**src/event_irq_consts.vh**
```
// Constants for the interrupt and event-transfer controller
`ifndef EVENT_IRQ_CONSTS_VH
`define EVENT_IRQ_CONSTS_VH

// Register byte offsets, one aligned 32-bit word each
`define SRC_CTL_BASE 8'h00
`define CHAN_CTL_BASE 8'h20
`define SRC_PTR_BASE 8'h40
`define DST_PTR_BASE 8'h60
`define IRQ_STATUS_OFF 8'h80
`define IRQ_ENABLE_OFF 8'h84
`define IRQ_CLEAR_OFF 8'h88
`define REGION_MASK 8'hE0

// Source control fields
`define SC_PRIO_LSB 0
`define SC_PRIO_MSB 3
`define SC_ENABLE 4
`define SC_EVT_SEL 5
`define SC_CHAN_LSB 6
`define SC_CHAN_MSB 8
`define SC_REQ 15

// Channel control fields
`define CC_COUNT_LSB 0
`define CC_COUNT_MSB 7
`define CC_WORD 8
`define CC_CONT 9
`define CC_SRC_INC 10
`define CC_DST_INC 11

// Block status bits
`define ST_XFER_DONE 0
`define ST_COUNT_ZERO 1
`define ST_CPU_TAKEN 2

// Reset values
`define SRC_CTL_RESET 16'h0000
`define CHAN_CTL_RESET 16'h0000
`define PTR_RESET 16'h0000
`define ST_RESET 3'h0

// Pointer steps
`define STEP_BYTE 16'h0001
`define STEP_WORD 16'h0002

`endif

```
**src/prio_pick.v**
```verilog
// Picks the highest-priority candidate among eight interrupt sources
`default_nettype none

module prio_pick (
  input wire [7:0] cand_i,   // Sources taking part in arbitration
  input wire [31:0] prio_i,  // Four priority bits per source
  output reg found_o,        // Some candidate present
  output reg [2:0] idx_o,    // Winning source number
  output reg [3:0] prio_o    // Winning priority
);

  integer k;

  ////////////////////////////////////////////////////////////////////////
  // Strictly greater keeps the lowest index on a tie
  always @* begin
    found_o = 1'b0;
    idx_o = 3'h0;
    prio_o = 4'h0;
    for (k = 0; k < 8; k = k + 1) begin
      if (cand_i[k] && (!found_o || prio_i[k*4 +: 4] > prio_o)) begin
        found_o = 1'b1;
        idx_o = k[2:0];
        prio_o = prio_i[k*4 +: 4];
      end
    end
  end

endmodule
`default_nettype wire

```
**src/event_irq_ctrl.v**
```verilog
// Interrupt arbiter with eight event-transfer channels and an Avalon-MM slave
//
// Decided for this implementation: the placing of the registers and the Avalon-MM interface to the registers.
`default_nettype none
`include "event_irq_consts.vh"

module event_irq_ctrl (
  input wire clk_i,                   // CPU clock, 100 MHz
  input wire rst_n_i,                 // Asynchronous reset, active low
  input wire [7:0] avs_address_i,     // Byte address
  input wire avs_read_i,              // Read request
  input wire avs_write_i,             // Write request
  input wire [31:0] avs_writedata_i,  // Write data
  input wire [3:0] avs_byteenable_i,  // Byte lanes
  output reg [31:0] avs_readdata_o,   // Read data
  output reg avs_waitrequest_o,       // Stall while high
  input wire [7:0] evt_i,             // Peripheral request pulses
  input wire [3:0] cpu_level_i,       // Current CPU priority level
  input wire cpu_ack_i,               // CPU accepts the interrupt
  output reg cpu_irq_o,               // Interrupt to the CPU
  output reg [2:0] cpu_vector_o,      // Requesting source number
  output reg stack_push_o,            // Save machine state pulse
  output reg xfer_valid_o,            // Move strobe, one cycle
  output reg [15:0] xfer_src_o,       // Segment-0 source address
  output reg [15:0] xfer_dst_o,       // Segment-0 destination address
  output reg xfer_word_o,             // Word move when high
  output reg irq_o                    // Block status interrupt
);

  ////////////////////////////////////////////////////////////////////////
  // Storage
  reg [1:0] rst_sync_reg;             // Reset release stages
  wire rst_n;                         // Synchronised reset
  reg [15:0] src_ctl_reg [0:7];       // Source control words
  reg [15:0] chan_ctl_reg [0:7];      // Channel count and mode
  reg [15:0] src_ptr_reg [0:7];       // Channel source pointers
  reg [15:0] dst_ptr_reg [0:7];       // Channel destination pointers
  reg [7:0] req_reg;                  // Request flags
  reg [7:0] req_next;
  reg [2:0] status_reg;               // Sticky block events
  reg [2:0] status_next;
  reg [2:0] enable_reg;               // Interrupt enables
  reg [31:0] rdata_next;
  integer i;                          // Arbitration loop index
  integer j;                          // Reset loop index

  assign rst_n = rst_sync_reg[1];

  ////////////////////////////////////////////////////////////////////////
  // Helpers
  function [15:0] merge_be;           // Byte-lane merge into 16 bits
    input [15:0] old_v;
    input [31:0] new_v;
    input [3:0] be;
    begin
      merge_be = old_v;
      if (be[0]) merge_be[7:0] = new_v[7:0];
      if (be[1]) merge_be[15:8] = new_v[15:8];
    end
  endfunction

  function in_region;                 // Address inside a 8-word bank
    input [7:0] addr;
    input [7:0] base;
    begin
      in_region = ((addr & `REGION_MASK) == base) && (addr[1:0] == 2'h0);
    end
  endfunction

  ////////////////////////////////////////////////////////////////////////
  // Reset release
  always @(posedge clk_i or negedge rst_n_i) begin
    if (!rst_n_i) begin
      rst_sync_reg <= 2'h0;
    end else begin
      rst_sync_reg <= {rst_sync_reg[0], 1'b1};
    end
  end

  ////////////////////////////////////////////////////////////////////////
  // Arbitration inputs
  reg [7:0] cand;
  reg [31:0] prio_vec;
  wire found;
  wire [2:0] win_idx;
  wire [3:0] win_prio;

  // Only enabled, flagged sources compete
  always @* begin
    for (i = 0; i < 8; i = i + 1) begin
      cand[i] = req_reg[i] & src_ctl_reg[i][`SC_ENABLE];
      prio_vec[i*4 +: 4] = src_ctl_reg[i][`SC_PRIO_MSB:`SC_PRIO_LSB];
    end
  end

  // Winner picked fresh every cycle
  prio_pick u_pick (
    .cand_i(cand),
    .prio_i(prio_vec),
    .found_o(found),
    .idx_o(win_idx),
    .prio_o(win_prio)
  );

  ////////////////////////////////////////////////////////////////////////
  // Service decision
  wire [15:0] win_ctl = src_ctl_reg[win_idx];
  wire [2:0] win_chan = win_ctl[`SC_CHAN_MSB:`SC_CHAN_LSB];
  wire [15:0] ch_ctl = chan_ctl_reg[win_chan];
  wire [7:0] ch_count = ch_ctl[`CC_COUNT_MSB:`CC_COUNT_LSB];
  wire ch_cont = ch_ctl[`CC_CONT];
  wire above = found && (win_prio > cpu_level_i);
  wire evt_route = win_ctl[`SC_EVT_SEL] && (ch_cont || ch_count != 8'h00);
  wire do_xfer = above && evt_route;
  wire do_cpu = above && !evt_route && !cpu_irq_o;
  wire take = cpu_irq_o && cpu_ack_i;
  wire [7:0] cnt_dec = ch_count - 8'h01;
  wire [15:0] step = ch_ctl[`CC_WORD] ? `STEP_WORD : `STEP_BYTE;
  wire last = !ch_cont && (cnt_dec == 8'h00);

  ////////////////////////////////////////////////////////////////////////
  // Bus decode
  wire acc_wr = avs_write_i && !avs_waitrequest_o;  // Write takes effect here
  wire [2:0] widx = avs_address_i[4:2];
  wire wr_src = acc_wr && in_region(avs_address_i, `SRC_CTL_BASE);
  wire wr_chan = acc_wr && in_region(avs_address_i, `CHAN_CTL_BASE);
  wire wr_sptr = acc_wr && in_region(avs_address_i, `SRC_PTR_BASE);
  wire wr_dptr = acc_wr && in_region(avs_address_i, `DST_PTR_BASE);
  wire wr_en = acc_wr && (avs_address_i == `IRQ_ENABLE_OFF);
  wire wr_clr = acc_wr && (avs_address_i == `IRQ_CLEAR_OFF);

  ////////////////////////////////////////////////////////////////////////
  // Request flags: software write, service clear, then event set
  always @* begin
    req_next = req_reg;
    if (wr_src && avs_byteenable_i[1]) begin
      req_next[widx] = avs_writedata_i[`SC_REQ];
    end
    if (do_xfer && !last) begin
      req_next[win_idx] = 1'b0;  // Moved, no CPU entry
    end
    if (take) begin
      req_next[cpu_vector_o] = 1'b0;  // Accepted by the CPU
    end
    req_next = req_next | evt_i;  // Set wins over any clear
  end

  ////////////////////////////////////////////////////////////////////////
  // Status flags: set wins over clear
  always @* begin
    status_next = status_reg;
    if (wr_clr && avs_byteenable_i[0]) begin
      status_next = status_next & ~avs_writedata_i[2:0];
    end
    if (do_xfer) begin
      status_next[`ST_XFER_DONE] = 1'b1;
    end
    if (do_xfer && last) begin
      status_next[`ST_COUNT_ZERO] = 1'b1;
    end
    if (take) begin
      status_next[`ST_CPU_TAKEN] = 1'b1;
    end
  end

  ////////////////////////////////////////////////////////////////////////
  // Read data mux
  always @* begin
    rdata_next = 32'h0000_0000;
    if (in_region(avs_address_i, `SRC_CTL_BASE)) begin
      rdata_next[15:0] = src_ctl_reg[widx];
      rdata_next[`SC_REQ] = req_reg[widx];
    end else if (in_region(avs_address_i, `CHAN_CTL_BASE)) begin
      rdata_next[15:0] = chan_ctl_reg[widx];
    end else if (in_region(avs_address_i, `SRC_PTR_BASE)) begin
      rdata_next[15:0] = src_ptr_reg[widx];
    end else if (in_region(avs_address_i, `DST_PTR_BASE)) begin
      rdata_next[15:0] = dst_ptr_reg[widx];
    end else if (avs_address_i == `IRQ_STATUS_OFF) begin
      rdata_next[2:0] = status_reg;
    end else if (avs_address_i == `IRQ_ENABLE_OFF) begin
      rdata_next[2:0] = enable_reg;
    end
  end

  ////////////////////////////////////////////////////////////////////////
  // Bus handshake: one wait cycle, then an answer cycle
  always @(posedge clk_i or negedge rst_n) begin
    if (!rst_n) begin
      avs_waitrequest_o <= 1'b1;
      avs_readdata_o <= 32'h0000_0000;
    end else if (!avs_waitrequest_o) begin
      avs_waitrequest_o <= 1'b1;  // Request accepted this edge
    end else if (avs_read_i || avs_write_i) begin
      avs_waitrequest_o <= 1'b0;  // Answer next cycle
      avs_readdata_o <= rdata_next;
    end
  end

  ////////////////////////////////////////////////////////////////////////
  // Source and channel registers
  always @(posedge clk_i or negedge rst_n) begin
    if (!rst_n) begin
      for (j = 0; j < 8; j = j + 1) begin
        src_ctl_reg[j] <= `SRC_CTL_RESET;
        chan_ctl_reg[j] <= `CHAN_CTL_RESET;
        src_ptr_reg[j] <= `PTR_RESET;
        dst_ptr_reg[j] <= `PTR_RESET;
      end
      req_reg <= 8'h00;
    end else begin
      req_reg <= req_next;
      // Channel update by a move
      if (do_xfer) begin
        if (!ch_cont) begin
          chan_ctl_reg[win_chan][`CC_COUNT_MSB:`CC_COUNT_LSB] <= cnt_dec;
        end
        if (ch_ctl[`CC_SRC_INC]) begin
          src_ptr_reg[win_chan] <= src_ptr_reg[win_chan] + step;
        end
        if (ch_ctl[`CC_DST_INC]) begin
          dst_ptr_reg[win_chan] <= dst_ptr_reg[win_chan] + step;
        end
      end
      // Software writes override a same-cycle move
      if (wr_src) begin
        src_ctl_reg[widx] <= merge_be(src_ctl_reg[widx], avs_writedata_i,
                                      avs_byteenable_i) & 16'h01FF;
      end
      if (wr_chan) begin
        chan_ctl_reg[widx] <= merge_be(chan_ctl_reg[widx], avs_writedata_i,
                                       avs_byteenable_i) & 16'h0FFF;
      end
      if (wr_sptr) begin
        src_ptr_reg[widx] <= merge_be(src_ptr_reg[widx], avs_writedata_i,
                                      avs_byteenable_i);
      end
      if (wr_dptr) begin
        dst_ptr_reg[widx] <= merge_be(dst_ptr_reg[widx], avs_writedata_i,
                                      avs_byteenable_i);
      end
    end
  end

  ////////////////////////////////////////////////////////////////////////
  // Move strobe toward the memory path
  always @(posedge clk_i or negedge rst_n) begin
    if (!rst_n) begin
      xfer_valid_o <= 1'b0;
      xfer_src_o <= `PTR_RESET;
      xfer_dst_o <= `PTR_RESET;
      xfer_word_o <= 1'b0;
    end else begin
      xfer_valid_o <= do_xfer;  // Single cycle, no CPU involvement
      if (do_xfer) begin
        xfer_src_o <= src_ptr_reg[win_chan];
        xfer_dst_o <= dst_ptr_reg[win_chan];
        xfer_word_o <= ch_ctl[`CC_WORD];
      end
    end
  end

  ////////////////////////////////////////////////////////////////////////
  // CPU interrupt request and acknowledge
  always @(posedge clk_i or negedge rst_n) begin
    if (!rst_n) begin
      cpu_irq_o <= 1'b0;
      cpu_vector_o <= 3'h0;
      stack_push_o <= 1'b0;
    end else begin
      stack_push_o <= take;  // State saved on acceptance
      if (take) begin
        cpu_irq_o <= 1'b0;
      end else if (do_cpu) begin
        cpu_irq_o <= 1'b1;  // Forwarded above current level
        cpu_vector_o <= win_idx;  // Own vector, also after count zero
      end
    end
  end

  ////////////////////////////////////////////////////////////////////////
  // Block status interrupt
  always @(posedge clk_i or negedge rst_n) begin
    if (!rst_n) begin
      status_reg <= `ST_RESET;
      enable_reg <= `ST_RESET;
      irq_o <= 1'b0;
    end else begin
      status_reg <= status_next;
      if (wr_en && avs_byteenable_i[0]) begin
        enable_reg <= avs_writedata_i[2:0];
      end
      irq_o <= |(status_next & enable_reg);
    end
  end

endmodule
`default_nettype wire

```
**config.mk**
```make
export PLATFORM = sky130hd
export DESIGN_NAME = event_irq_ctrl
export DESIGN_NICKNAME = d
export VERILOG_FILES = /design/src/prio_pick.v /design/src/event_irq_ctrl.v
export VERILOG_INCLUDE_DIRS = /design/src
export SDC_FILE = /design/constraint.sdc
export NUM_CORES = 2
export LEC_CHECK = 0
export ABC_AREA = 1
export BUFFER_PORTS_ARGS = -buffer_cell sky130_fd_sc_hd__buf_4
export CAP_MARGIN = 20
export CORE_UTILIZATION = 40
export DETAILED_ROUTE_END_ITERATION = 8
export PLACE_DENSITY = 0.62
export SLEW_MARGIN = 20
export SYNTH_ARGS = -nofsm -noshare
export SYNTH_HDL_FRONTEND = slang
export SYNTH_HIERARCHICAL = 1
export SYNTH_SLANG_ARGS = --single-unit
```
**constraint.sdc**
```tcl
create_clock -name clk_i -period 19.9 [get_ports clk_i]
set_input_delay 0.995 -clock clk_i [delete_from_list [all_inputs] [get_ports clk_i]]
set_output_delay 0.995 -clock clk_i [all_outputs]
set_load 0.02 [all_outputs]
```
==> key figures <==
Pwr
  • Seq pwr share: 0.375
  • Max IR drop VDD: 61.24 uV
  • Pwr dens: 79.83 nW/um^2
  • Net load switching power: 1.050 mW
  • Cell Int Power: 1.841 mW
  • Switching part of the total: 0.3633
  • P_leak: 17.39 nW
  • Combinational Power Share: 0.245
  • Clock Power Share: 0.380

Timing
  • Fin Clk Skew: 0.04141 ns
  • Peak Freq: 0.06255 GHz
  • RSZ-0062 raised after global routing: false
  • Setup TNS: 0 ns
  • Final Hold Fails: 0
  • Tmin final: 15.99 ns
  • # setup viols final: 0
  • Period utilization: 0.8034
  • Pins over their slew limit: 0
  • Slew @ Worst Pin: 1.149 ns
  • Rel. slew slack: 0.2334

Routing
  • DR vias: 35850
  • Post-route ant nets: 0
  • # DRC: 0
  • WL final: 145.5 mm
  • Met3 WL: 20.36 mm
  • Pre-Repair DR Iteration Count: 6
  • Top Layer Used: met5
  • Vias/cell: 5.948
  • Routed wl met2: 58.99 mm
  • WL met1: 57.99 mm
  • Starting DRC count in detailed routing: 5340
  • DR WL/cell: 24.14 um

Die
  • Die W: 289.5 um
  • IO Pins: 134
  • Core area: 81980 sq um
  • Die Y-Extent: 289.5 um
  • # rows: 105
  • Starting density of the core: 0.4033
  • Full die area: 83800 sq um

Setup path
  • Peak fanout along the critical path: 114
  • Critical Path Most Common Cell: nand2_1
  • Critical Path End Type: flip-flop
  • WS Path Type: reg2reg
  • Critical path required time: 20.50 ns
  • Startpoint Class: flip-flop
  • Max stage delay on crit path: 0.79 ns
  • Critical Path AT: 16.59 ns
  • Slowest-stage cell, CP: nor2_4

Synthesis
  • Primary FF master, synth: dfrtp_1
  • Synthesized area: 33060 sq um
  • Mapped Cells: 4932
  • Number of synthesized register bits: 497
  • Sequential cell area fraction in the yosys report: 0.3762
  • Synth top area share: 0.3754
  • Distinct cells, synth: 69
  • Synth Area per Inst: 6.703 sq um
  • Top post-synthesis cells by area: dfrtp_1 (38%), nand2_1 (19%), a21oi_1 (8.0%)
  • Synth Warn #: 6
  • Top cell type by total area after synthesis: dfrtp_1
  • EDFF count, synth: 0
  • Async set or reset register ratio after synthesis: 1.000

Final layout
  • Multi-input gate area: 17550 sq um
  • Non-Filler Instances: 6027
  • FF+latch area: 12440 sq um
  • Share of cells above drive strength 1: 0.07972
  • Fin nets: 5011
  • Fillers: 8562
  • Syn-to-layout area delta: 9.541%

Run
  • Max Cap Viol: 0

GRT
  • Largest net degree at the start of global routing: 169
  • Vias in the first global route: 32692
  • Antenna violations before repair: 6
  • Gr usage total: 0.3435
  • First-pass GRT wire length: 213.4 mm
  • GRT overflow: 0

CTS
  • Clock slew at reported path FFs: 0.06 ns
  • TritonCTS clock tree: built
  • Postcts setup bufs: 0
  • H-tree levels: 2
  • Post_cts resized: 0
  • Inserted Clock Buffers: 57
  • Cts-stage hold buffer count: 0
  • Clk buf depth: 3
  • Worst-Skew Late Latency: 0.66 ns
  • Clock root buffer: clkbuf_16
  • CTS sink count: 497

Min path
  • Min-delay worst type: in2async

Place
  • Dpl hpwl: 89.01 mm
  • PortBufs: 99
  • Placed cell count: 5920
  • RePlAce Congestion: 0.9826

Run status
  • Outcome: completed
-- stage by stage --
| step | utilization | area (sq um) | setup slack [ns] | hold slack (ns) | power [mW] |
|---|---|---|---|---|---|
| CTS | 0.4413 | 36180 | 4.099 | 0.1011 | 2.868 |
| global placement | 0.4185 | 34310 | 4.308 | 0.3360 | 1.776 |
| floorplan | - | 33120 | 5.024 | 0.3312 | 1.543 |
| global route | 0.4417 | 36210 | 2.615 | 0.1019 | 2.985 |
| detailed placement | 0.4185 | 34310 | 4.124 | 0.3427 | 1.781 |
| finish | 0.4417 | 36210 | 3.913 | 0.1147 | 2.891 |
-- kinds of logic after synthesis --
group                      synth area share
and+or+nand+nor                      0.3237
AOI/OAI and AO/OA                    0.1837
buffers and inverters               0.09655
DFF                                  0.3762
adders and majority gates           0.01559
xor gates and xnor gates           0.003974
other                             0.0002272
-- cell usage in the layout, fill, tap and decap left out, types with 27 or more instances in the layout --
| cell type | instances |
|---|---|
| o21ai_0 | 343 |
| ha_1 | 38 |
| o22ai_1 | 48 |
| dfrtp_1 | 495 |
| buf_4 | 161 |
| a21oi_1 | 527 |
| clkbuf_16 | 57 |
| inv_1 | 419 |
| nand2_1 | 1661 |
| o21ai_1 | 57 |
| a22oi_1 | 38 |
| nand4_1 | 61 |
| nand3_1 | 238 |
| inv_2 | 35 |
| nand3b_1 | 27 |
| nor2_1 | 431 |
-- synthesized netlist by cell type (3+ instances only) --
master	instances
a21boi_0	3
a21oi_1	527
a221o_1	3
a221oi_1	18
a22oi_1	38
and2_1	13
buf_1	25
buf_2	37
buf_4	48
buf_6	31
clkbuf_1	117
clkinv_1	9
dfrtp_1	496
ha_1	38
inv_1	421
inv_2	33
nand2_1	1663
nand2_2	18
nand2_4	3
nand3_1	239
nand3b_1	27
nand4_1	61
nand4_2	11
nand4_4	10
nor2_1	439
nor2_2	16
nor2_4	10
nor3_1	9
o2111ai_1	18
o211ai_1	8
o21a_1	4
o21ai_0	344
o21ai_1	57
o21bai_1	4
o221ai_1	11
o22ai_1	48
o32a_1	4
o32ai_1	8
or2_1	6
or2_2	13
xor2_1	9
-- path summary, 6_finish.rpt --
check / from / end / slack [ns] / depth (start not counted)
setup / recovery: req_reg[0] / dst_ptr_reg[78] / 3.91 / 94
hold / removal: rst_n_i / rst_sync_reg[0] / 0.11 / 1
setup reg to reg: req_reg[0] / dst_ptr_reg[78] / 3.91 / 94
hold reg to reg: rst_sync_reg[0] / rst_sync_reg[1] / 0.35 / 0
max in group asynchronous: rst_sync_reg[1] / dst_ptr_reg[113] / 16.92 / 2
min in group clk_i: rst_sync_reg[0] / rst_sync_reg[1] / 0.35 / 0
-- critical path, delay by kind of cell (launching register included) --
family	cells	cell delay, ns
flip-flops	1	0.39
buffers and inverters	12	2.90
AO/OA/AOI/OAI	16	1.91
AND/OR/NAND/NOR	57	8.18
adder cells (fa/ha/maj)	9	2.50
-- power by group through the flow --
stage	Sequential, mW	Clock, mW	Combinational, mW
after global placement	1.10	0	0.675
after CTS	1.08	1.10	0.681
final	1.09	1.10	0.708
after floorplan	1.11	0	0.433
after global routing	1.09	1.14	0.757
after detailed placement	1.10	0	0.679
-- area by class of cell --
cell class / instances / share of cell area
inverter: 464 / 0.04820
antenna: 2 / 0.0001382
clock inverter: 17 / 0.004803
multi-input combinational: 3727 / 0.4847
timing repair buffer: 163 / 0.03469
clock buffer: 87 / 0.04692
tap: 1070 / 0.03697
sequential: 497 / 0.3436
-- metal layers --
layer / vias to the layer above / track usage
li1: 16005 / -
met1: 16785 / 0.4706
met2: 2535 / 0.4905
met3: 513 / 0.1012
met4: 12 / 0.1689
met5: - / 0
Note: power is estimated with default switching activity, not from simulation.
